File: config.mk
export PLATFORM = sky130hd
export DESIGN_NAME = ptcp_test_port
export DESIGN_NICKNAME = d
export VERILOG_FILES = /design/src/ptcp_pkg.sv /design/src/ptcp_lane_margin.sv /design/src/ptcp_test_port.sv
export SDC_FILE = /design/constraint.sdc
export NUM_CORES = 1
export LEC_CHECK = 0
export BUFFER_PORTS_ARGS = -buffer_cell sky130_fd_sc_hd__buf_2
export CORE_UTILIZATION = 49
export CTS_BUF_LIST = sky130_fd_sc_hd__clkbuf_2
export DETAILED_ROUTE_END_ITERATION = 8
export PLACE_DENSITY = 0.92
export SLEW_MARGIN = 15
export SYNTH_ARGS = -nofsm -noshare
export SYNTH_HDL_FRONTEND = slang
export SYNTH_SLANG_ARGS = --single-unit
export TNS_END_PERCENT = 50
File: constraint.sdc
create_clock -name i_sys_clk -period 3.35 [get_ports i_sys_clk]
set_clock_uncertainty 0.05 [all_clocks]
set_input_delay 0.5025 -clock i_sys_clk [delete_from_list [all_inputs] [get_ports i_sys_clk]]
set_output_delay 0.5025 -clock i_sys_clk [all_outputs]
set_load 0.005 [all_outputs]
File: src/ptcp_pkg.sv
package ptcp_pkg;

  // Test control bus layout
  localparam int TC_WIDTH        = 32;
  localparam int TC_SIM_BIT      = 0;
  localparam int TC_RSVD_LO      = 1;
  localparam int TC_RSVD_HI      = 4;
  localparam int TC_NO_COMPL_BIT = 5;
  localparam int TC_FORCE_COMPL_BIT = 6;

  // Lanes and encodings
  localparam int NUM_LANES = 8;
  localparam logic [2:0] LVL_NORMAL = 3'h0;
  localparam logic [2:0] LVL_RSVD_A = 3'h2;
  localparam logic [2:0] LVL_RSVD_B = 3'h3;
  localparam logic [3:0] LANES_NONE = 4'h0;
  localparam logic [3:0] LANES_X1   = 4'h1;
  localparam logic [3:0] LANES_X2   = 4'h2;
  localparam logic [3:0] LANES_X4   = 4'h4;

  // Polling.active timeout, normal and accelerated
  localparam int  CLK_MHZ          = 20;
  localparam int  POLL_TIMEOUT_US  = 24000;
  localparam int  POLL_TIMEOUT_CYC = POLL_TIMEOUT_US * CLK_MHZ;
  localparam int  SIM_POLL_CYC     = 16;
  localparam int  TMR_W            = 20;

  typedef enum logic [2:0] {
    PTCP_DETECT     = 3'h0,
    PTCP_POLL       = 3'h1,
    PTCP_COMPLIANCE = 3'h5,
    PTCP_CONFIG     = 3'h3,
    PTCP_L0         = 3'h2
  } ptcp_state_t;

  typedef struct packed {
    logic [2:0] level;
    logic       swing;
  } ptcp_tx_lane_t;

endpackage

File: src/ptcp_lane_margin.sv
`timescale 1ns/100ps
`default_nettype none
module ptcp_lane_margin (
  // Clock and reset
  input  wire logic                  i_sys_clk,
  input  wire logic                  i_rst,
  // Request
  input  wire logic [2:0]            i_level,
  input  wire logic                  i_swing,
  // To PHY
  output var ptcp_pkg::ptcp_tx_lane_t o_tx
);
  logic [2:0] lvl_nxt;

  // Reserved codes are replaced by the normal level (LVL_NORMAL), never issued
  always_comb
  begin
    lvl_nxt = i_level;
    if (i_level == ptcp_pkg::LVL_RSVD_A || i_level == ptcp_pkg::LVL_RSVD_B)
    begin
      lvl_nxt = ptcp_pkg::LVL_NORMAL;
    end
  end

  always_ff @(posedge i_sys_clk or posedge i_rst)
  begin
    if (i_rst)
    begin
      o_tx.level <= ptcp_pkg::LVL_NORMAL;
      o_tx.swing <= 1'b0;
    end
    else
    begin
      o_tx.level <= lvl_nxt;
      o_tx.swing <= i_swing;
    end
  end
endmodule
`default_nettype wire

File: src/ptcp_test_port.sv
`timescale 1ns/100ps
`default_nettype none
module ptcp_test_port #(
  parameter int POLL_TIMEOUT_CYC = ptcp_pkg::POLL_TIMEOUT_CYC,
  parameter int NUM_LANES        = ptcp_pkg::NUM_LANES
) (
  // Clock and reset
  input  wire logic                          i_sys_clk,
  input  wire logic                          i_rst,
  // Test control bus from fabric
  input  wire logic [31:0]                   i_test_ctrl,
  // Link training inputs from the link layer
  input  wire logic                          i_link_start,
  input  wire logic [NUM_LANES-1:0]          i_lane_exit_det,
  input  wire logic                          i_train_done,
  input  wire logic [3:0]                    i_neg_width,
  input  wire logic                          i_pipe_sim,
  // Per-lane transmit requests
  input  wire logic [NUM_LANES-1:0][2:0]     i_tx_level,
  input  wire logic [NUM_LANES-1:0]          i_tx_swing,
  // Per-lane transmit controls to the PHY
  output wire ptcp_pkg::ptcp_tx_lane_t [NUM_LANES-1:0] o_tx_lane,
  // Status
  output logic                               o_sim_mode_pipe,
  output logic [3:0]                         o_lane_active,
  output logic                               o_in_compliance,
  output logic                               o_sim_accel,
  output logic [2:0]                         o_ltssm_state,
  output logic [31:0]                        o_test_obs
);
  logic [31:0]            tc_meta_r;
  logic [31:0]            tc_r;
  logic [NUM_LANES-1:0]   det_meta_r;
  logic [NUM_LANES-1:0]   det_r;
  logic                   no_compl_d_r;
  logic [ptcp_pkg::TMR_W-1:0] tmr_r;
  logic [ptcp_pkg::TMR_W-1:0] tmr_lim;
  ptcp_pkg::ptcp_state_t  st_r;
  ptcp_pkg::ptcp_state_t  st_nxt;
  logic                   timeout;
  logic                   all_det;
  logic                   sim_on;
  logic                   no_compl;
  logic                   force_compl;

  // Test bus and lane detect come from outside logic of unknown timing
  always_ff @(posedge i_sys_clk or posedge i_rst)
  begin
    if (i_rst)
    begin
      tc_meta_r  <= 32'h0;
      tc_r       <= 32'h0;
      det_meta_r <= '0;
      det_r      <= '0;
    end
    else
    begin
      tc_meta_r  <= i_test_ctrl;
      tc_r       <= tc_meta_r;
      det_meta_r <= i_lane_exit_det;
      det_r      <= det_meta_r;
    end
  end

  assign sim_on      = tc_r[ptcp_pkg::TC_SIM_BIT];
  assign no_compl    = tc_r[ptcp_pkg::TC_NO_COMPL_BIT];
  assign force_compl = tc_r[ptcp_pkg::TC_FORCE_COMPL_BIT];
  assign all_det     = &det_r;

  assign tmr_lim = sim_on ? ptcp_pkg::TMR_W'(ptcp_pkg::SIM_POLL_CYC)
                          : ptcp_pkg::TMR_W'(POLL_TIMEOUT_CYC);
  assign timeout = (tmr_r >= tmr_lim - 1'b1);

  always_ff @(posedge i_sys_clk or posedge i_rst)
  begin
    if (i_rst)
    begin
      tmr_r <= '0;
    end
    else if (st_r == ptcp_pkg::PTCP_POLL && !timeout)
    begin
      tmr_r <= tmr_r + 1'b1;
    end
    else if (st_r != ptcp_pkg::PTCP_POLL)
    begin
      tmr_r <= '0;
    end
  end

  always_ff @(posedge i_sys_clk or posedge i_rst)
  begin
    if (i_rst)
    begin
      no_compl_d_r <= 1'b0;
    end
    else
    begin
      no_compl_d_r <= no_compl;
    end
  end

  always_comb
  begin
    st_nxt = st_r;
    case (st_r)
      ptcp_pkg::PTCP_DETECT:
      begin
        if (i_link_start)
        begin
          st_nxt = ptcp_pkg::PTCP_POLL;
        end
      end
      ptcp_pkg::PTCP_POLL:
      begin
        if (all_det)
        begin
          st_nxt = ptcp_pkg::PTCP_CONFIG;
        end
        else if (timeout && force_compl && !no_compl)
        begin
          st_nxt = ptcp_pkg::PTCP_COMPLIANCE;
        end
        else if (timeout)
        begin
          st_nxt = ptcp_pkg::PTCP_DETECT;
        end
      end
      ptcp_pkg::PTCP_COMPLIANCE:
      begin
        if (no_compl)
        begin
          st_nxt = ptcp_pkg::PTCP_POLL;
        end
      end
      ptcp_pkg::PTCP_CONFIG:
      begin
        if (i_train_done)
        begin
          st_nxt = ptcp_pkg::PTCP_L0;
        end
      end
      ptcp_pkg::PTCP_L0:
      begin
        if (!i_link_start)
        begin
          st_nxt = ptcp_pkg::PTCP_DETECT;
        end
      end
      default:
      begin
        st_nxt = ptcp_pkg::PTCP_DETECT;
      end
    endcase
    // falling edge of block in Polling enters compliance
    if (no_compl_d_r && !no_compl && st_r == ptcp_pkg::PTCP_POLL)
    begin
      st_nxt = ptcp_pkg::PTCP_COMPLIANCE;
    end
  end

  always_ff @(posedge i_sys_clk or posedge i_rst)
  begin
    if (i_rst)
    begin
      st_r <= ptcp_pkg::PTCP_DETECT;
    end
    else
    begin
      st_r <= st_nxt;
    end
  end

  always_ff @(posedge i_sys_clk or posedge i_rst)
  begin
    if (i_rst)
    begin
      o_lane_active <= ptcp_pkg::LANES_NONE;
    end
    else if (st_r != ptcp_pkg::PTCP_L0)
    begin
      o_lane_active <= ptcp_pkg::LANES_NONE;
    end
    else
    begin
      case (i_neg_width)
        ptcp_pkg::LANES_X1: o_lane_active <= ptcp_pkg::LANES_X1;
        ptcp_pkg::LANES_X2: o_lane_active <= ptcp_pkg::LANES_X2;
        ptcp_pkg::LANES_X4: o_lane_active <= ptcp_pkg::LANES_X4;
        default:            o_lane_active <= ptcp_pkg::LANES_NONE;
      endcase
    end
  end

  always_ff @(posedge i_sys_clk or posedge i_rst)
  begin
    if (i_rst)
    begin
      o_sim_mode_pipe <= 1'b0;
      o_in_compliance <= 1'b0;
      o_sim_accel     <= 1'b0;
      o_ltssm_state   <= 3'h0;
      o_test_obs      <= 32'h0;
    end
    else
    begin
      o_sim_mode_pipe <= i_pipe_sim;
      o_in_compliance <= (st_nxt == ptcp_pkg::PTCP_COMPLIANCE);
      o_sim_accel     <= sim_on;
      o_ltssm_state   <= st_nxt;
      o_test_obs      <= 32'h0;
    end
  end

  for (genvar g = 0; g < NUM_LANES; g++)
  begin : g_lane
    ptcp_lane_margin u_margin (
      .i_sys_clk (i_sys_clk),
      .i_rst     (i_rst),
      .i_level   (i_tx_level[g]),
      .i_swing   (i_tx_swing[g]),
      .o_tx      (o_tx_lane[g])
    );
  end
endmodule
`default_nettype wire

== Yosys cells after proc, flatten, opt, wreduce, memory -nomap -nowiden ==
Cells that the tools add are included.
W data, S select, Z words.

* Bits in registers: 93
* Bits in latches: 0
* Bits in writable memories: 0
* ROM bits: 0
* Bits of input ports: 81
* Output and inout bits: 74
* Memories: 0

* Add/sub/neg operators: 2
* Multipliers: 0
* Div/mod/pow operators: 0
* Magnitude comparators: 1
* Equality and inequality tests: 26
* Shift operators: 0
* Muxes and demuxes: 22
* Bitwise logic cells: 0
* Reductions and logical operators: 18

{| class="wikitable"
|+ Operators by type and width
! cell !! count
|-
| $eq A3 B2 Y1 const B || 18
|-
| $mux W3 || 17
|-
| $mux W20 || 2
|-
| $add A20 B1 Y20 const B || 1
|-
| $ge A20 B20 Y1 || 1
|-
| $sub A19 B1 Y20 const B || 1
|-
| $mux W19 || 1
|-
| $pmux W3 S5 || 1
|-
| $pmux W3 S3 || 1
|-
| $logic_or A1 B1 Y1 || 8
|-
| $reduce_and A8 Y1 || 1
|-
| $eq A3 B3 Y1 const B || 2
|-
| $logic_and A1 B1 Y1 || 5
|-
| $eq A4 B1 Y1 const B || 1
|-
| $eq A4 B2 Y1 const B || 1
|-
| $eq A4 B3 Y1 const B || 1
|-
| $eq A3 B1 Y1 const B || 1
|-
| $logic_not A3 Y1 || 1
|-
| $ne A3 B1 Y1 const B || 1
|-
| $ne A3 B2 Y1 const B || 1
|-
| $logic_not A1 Y1 || 2
|-
| $reduce_bool A2 Y1 || 1
|}

== Depth between registers and ports, before layout ==
* Word-level depth: 10
* Gate-level depth with buffers: 9
* Gate-level depth less buffers: 6

== Cells and area by module ==
From an unflattened synthesis, not the netlist that was laid out.

* Cells, all modules: 317
* Area, all modules: 3634.7 µm²

{| class="wikitable"
|+ Modules (own cells, without submodules)
! module !! instances !! cells an instance !! area an instance (µm²)
|-
| ptcp_test_port || 1 || 245 || 2593.7
|-
| ptcp_lane_margin || 8 || 9 || 130.1
|}

== Least setup slack after synthesis ==
No wires, ideal clock.

* Path type: register -> register
* Start point: register tc_r[0]
* End point: register tmr_r[8] in the netlist's numbering
* Setup time: 0.136 ns
* Arrival time: 2.120 ns
* Data required time: 3.164 ns
* Setup slack: 1.043 ns
* Cell stages (with the launch flop): 9
* Clock period less this slack: 2.307 ns
* Cells stage by stage: dfrtp_1 ha_1 a221oi_2 nand4_1 o211a_1 buf_6 buf_2 o41ai_1 a21oi_1

* Cells in the longest elaborated chain, start to end: 6
* Elaborated cells on any way between the ends: 7
* Classes of those cells: add/sub: 1; order compare: 1; mux: 2; reduce/logical: 3

{| class="wikitable"
|+ RTL lines
! what !! RTL line !! source
|-
| from (decl) || ptcp_test_port.sv:32 || <nowiki>logic [31:0] tc_r;</nowiki>
|-
| from (signal assigned) || ptcp_test_port.sv:59 || <nowiki>tc_r <= tc_meta_r;</nowiki>
|-
| $mux W19 (*) || ptcp_test_port.sv:70 || <nowiki>assign tmr_lim = sim_on ? ptcp_pkg::TMR_W'(ptcp_pkg::SIM_POLL_CYC)</nowiki>
|-
| $sub A19 B1 Y20 (*) || ptcp_test_port.sv:72 || <nowiki>assign timeout = (tmr_r >= tmr_lim - 1'b1);</nowiki>
|-
| $ge A20 B20 Y1 (*) || ptcp_test_port.sv:72 ||
|-
| $logic_not A1 Y1 (*) || ptcp_test_port.sv:80 || <nowiki>else if (st_r == ptcp_pkg::PTCP_POLL && !timeout)</nowiki>
|-
| $logic_and A1 B1 Y1 (*) || ptcp_test_port.sv:80 ||
|-
| $mux W20 or $reduce_bool A2 Y1 (tied branches) || -- ||
|-
| to (signal assigned) || ptcp_test_port.sv:82 || <nowiki>tmr_r <= tmr_r + 1'b1;</nowiki>
|-
| to (decl) || ptcp_test_port.sv:36 || <nowiki>logic [ptcp_pkg::TMR_W-1:0] tmr_r;</nowiki>
|}

Every way passes the cells marked *; elsewhere a longest branch is shown, timed or not.
A chain may end at the register's enable or synchronous reset.

== Worst setup path in the final report ==
* Start point: register tc_r[0]
* End point: register tmr_r[5] in the netlist's numbering

The elaborated chain is that of the path after synthesis.

==> flow_summary_export.csv <==
group,metric,value,unit
status,status,"completed",
logic_synthesis,ys_types,43,
floorplan,die_height,87.0,um
hold_path,holdCritPathClass,"input port to async pin",
sta,period_minus_slack,2.98,ns
sta,drv_slew,0,
critical_path,slowest_delay,0.66,ns
sta,fmax,335,MHz
cts,clockRootBuffer,"clkbuf_2",
cts,clk_pin_slew,0.28,ns
sta,rsz0062_at_grt,"no",
finish,drive_gt1_frac,0.275,
grt,grt_usage,0.234,
pwr,pwr-share-clk,0.296,
placed_design,numPortBuffers,92,
grt,antenna_found_initial,0,
sta,period_share,0.890,
logic_synthesis,syn_area_per_cell,11.6,um^2
finish,fin_area,4410,um^2
cts,htree_levels,3,
sta,maxSlewHeadroom,0.362,
floorplan,die_area,7570,um^2
placed_design,postPlaceCellArea,3950,um^2
placed_design,gp_congestion,0.791,
finish,mostFrequentLayoutCell,"buf_2",
pwr,netSwitchingPower,0.607,mW
critical_path,cp_max_fo,37,
critical_path,critPathKind,"register to register",
cts,cts_buffers,9,
sta,tightest_slew,0.958,ns
logic_synthesis,netlist_area,3540,um^2
detailed_routing,dr.pass1.iters,4,
floorplan,rows,30,
pwr,cellInternalPower,1.39,mW
grt,grt_pass1_wl,13100,um
sta,hold_viol,0,
finish,syn_to_final_growth,24.5,%
detailed_routing,detailedRoute.firstIterationViolations,182,
floorplan,core,6910,um^2
cts,clock_latency,0.56,ns
detailed_routing,drc,0,
sta,fin_setup_tns,0,ns
critical_path,crit_arrival,3.40,ns
pwr,max-vdd-ir-drop,0.000418,V
critical_path,path_cells,"ha_1 > a221oi_2 > nand4_1 > o211a_1 > or4_1 > a21oi_1",
cts,clock-sinks,84,
sta,setup_viol,0,
pwr,power_leakage,2.21,nW
grt,grt_pass1_vias,2797,
grt,grt_overflow_total,0,
detailed_routing,ant_nets,0,
finish,layout_common_cells,"buf_2, dfrtp_1, conb_1, dlygate4sd3_1",
detailed_routing,drt-vias-per-instance,5.24,
logic_synthesis,yosysWarnings,0,
critical_path,end_kind,"register",
placed_design,dp_hpwl,5030,um
cts,cts_buffer_depth,2,
floorplan,io_pins,155,
logic_synthesis,synth_seq_cells,84,
logic_synthesis,synth_cells,305,
floorplan,initial_utilization,0.513,
pwr,powerDensity,453,nW/um^2
pwr,switching_share,0.304,
finish,fin_nets,520,
critical_path,critPathSlowestCell,"dfrtp_1",
critical_path,cp-start-kind,"register",
finish,antenna_cells,0,
cts,cts_tree,"yes",
detailed_routing,vias,2773,
detailed_routing,wirelength,8870,um
floorplan,die_w,87.0,um
logic_synthesis,seq_area_frac_synth,0.593,
detailed_routing,wl_per_cell,16.8,um
critical_path,worst_ep_required_time,3.76,ns
run,max_cap_violations,0,
grt,grt_max_degree,60,
pwr,p_comb_frac,0.136,
pwr,p_seq_frac,0.568,
==> cells in the mapped netlist <==
| library cell | n | area (um^2) |
|---|---|---|
| dfrtp_1 | 84 | 2100 |
| buf_4 | 33 | 248 |
| a21oi_1 | 16 | 80.1 |
| nand2_1 | 16 | 60.1 |
| or4_1 | 12 | 90.1 |
| ha_1 | 11 | 138 |
| inv_1 | 11 | 41.3 |
| clkbuf_1 | 10 | 37.5 |
| nor2_1 | 10 | 37.5 |
| and2_1 | 9 | 56.3 |
| nand3_1 | 9 | 45.0 |
| a21boi_0 | 8 | 60.1 |
| nand4_1 | 8 | 50.1 |
| o21ai_0 | 8 | 40.0 |
| o31ai_1 | 8 | 60.1 |
| o211ai_1 | 6 | 45.0 |
| or3_1 | 6 | 37.5 |
| and3_1 | 5 | 31.3 |
| nor4b_1 | 4 | 35.0 |
| a21o_1 | 2 | 15.0 |
| buf_2 | 2 | 10.0 |
| buf_6 | 2 | 22.5 |
| nor3_1 | 2 | 10.0 |
| nor4_1 | 2 | 12.5 |
| o22ai_1 | 2 | 12.5 |
| or2_2 | 2 | 12.5 |
| a2111oi_0 | 1 | 8.76 |
| a211o_1 | 1 | 8.76 |
| a211oi_2 | 1 | 12.5 |
| a221oi_1 | 1 | 8.76 |
| a221oi_2 | 1 | 15.0 |
| buf_1 | 1 | 3.75 |
| conb_1 | 1 | 3.75 |
| mux2i_1 | 1 | 10.0 |
| nand2_2 | 1 | 6.26 |
| nand2b_1 | 1 | 6.26 |
| nand4b_1 | 1 | 8.76 |
| nand4bb_1 | 1 | 11.3 |
| nor4b_2 | 1 | 15.0 |
| o211a_1 | 1 | 10.0 |
| o21ai_1 | 1 | 5.00 |
| o41ai_1 | 1 | 8.76 |
| or4b_2 | 1 | 10.0 |
==> kinds of logic (layout without fill, tap and decap cells) <==
| family | count (synthesis) | in the layout | share of synthesized area |
|---|---|---|---|
| and+or+nand+nor | 91 | 91 | 0.151 |
| DFF | 84 | 84 | 0.593 |
| buffers and inverters | 59 | 155 | 0.102 |
| AOI/OAI and AO/OA | 58 | 58 | 0.110 |
| adders and majority gates | 11 | 11 | 0.0389 |
| other | 1 | 33 | 0.00106 |
| muxes | 1 | 1 | 0.00283 |
==> registers in the layout, summed over array words and instances (netlist names), 3 cells and up <==
signal	flops
o_ltssm_state	3
g_lane.u_margin.o_tx	32
tmr_r	20
tc_r	3
tc_meta_r	3
det_r	8
o_lane_active	3
det_meta_r	8
==> timing repair <==
item | in CTS | in global routing
hold buffers | 19 | 14
gates resized for setup | 0 | 0
endpoints found under the hold margin | 19 | 13
setup buffers | 0 | 0
==> final timing paths <==
| kind | start | to | slack, ns | cells past startpoint |
|---|---|---|---|---|
| setup reg to reg | tc_r[0] | tmr_r[5] | 0.37 | 6 |
| setup / recovery | tc_r[0] | tmr_r[5] | 0.37 | 6 |
| max in group asynchronous | i_rst | tmr_r[5] | 2.43 | 3 |
| min in group i_sys_clk | i_tx_level[4] | g_lane[1].u_margin.o_tx[1] | 0.06 | 2 |
| hold reg to reg | tc_meta_r[0] | tc_r[0] | 0.33 | 0 |
| hold / removal | i_rst | det_meta_r[2] | 0.03 | 2 |
==> power groups by stage <==
stage	combinational [mW]	clock [mW]	sequential, mW
after floorplan	0.163	0	1.14
after global placement	0.224	0	1.14
after detailed placement	0.231	0	1.15
after CTS	0.250	0.584	1.13
after global routing	0.306	0.646	1.14
final	0.271	0.590	1.13
==> routing by layer <==
| layer | vias up | share of wire | track usage |
|---|---|---|---|
| li1 | 1275 | - | - |
| met1 | 1354 | 0.38 | 0.264 |
| met2 | 131 | 0.53 | 0.409 |
| met3 | 13 | 0.072 | 0.0834 |
| met4 | 0 | 0.021 | 0.0803 |
| met5 | - | 0 | 0 |
==> area by class of cell <==
type	count	area, um^2
flip-flops and latches	84	2100
fillers	489	2500
repair buffers	128	813
clock buffers	9	45.0
inverters	11	42.5
multi-input cells	194	1200
well taps	96	120
clock inverters	7	88.8
==> critical path: cells and delay by family, from the launching register on <==
family | cells | cell delay (ns)
AOI/OAI and AO/OA | 3 | 1.05
adders and majority gates | 1 | 0.35
DFF | 1 | 0.66
and+or+nand+nor | 2 | 0.80
==> metrics by stage <==
step | utilization | setup slack [ns] | total power, mW | hold WS [ns] | instances
floorplan | - | 0.632 | 1.30 | 0.281 | 337
CTS | 0.618 | 0.398 | 1.96 | 0.00394 | 515
global placement | 0.571 | 0.582 | 1.37 | 0.283 | 480
global route | 0.638 | 0.226 | 2.09 | 0.0148 | 529
detailed placement | 0.571 | 0.451 | 1.38 | 0.291 | 480
finish | 0.638 | 0.368 | 2.00 | 0.0260 | 529
No activity file was read; power rests on OpenSTA's default activity.
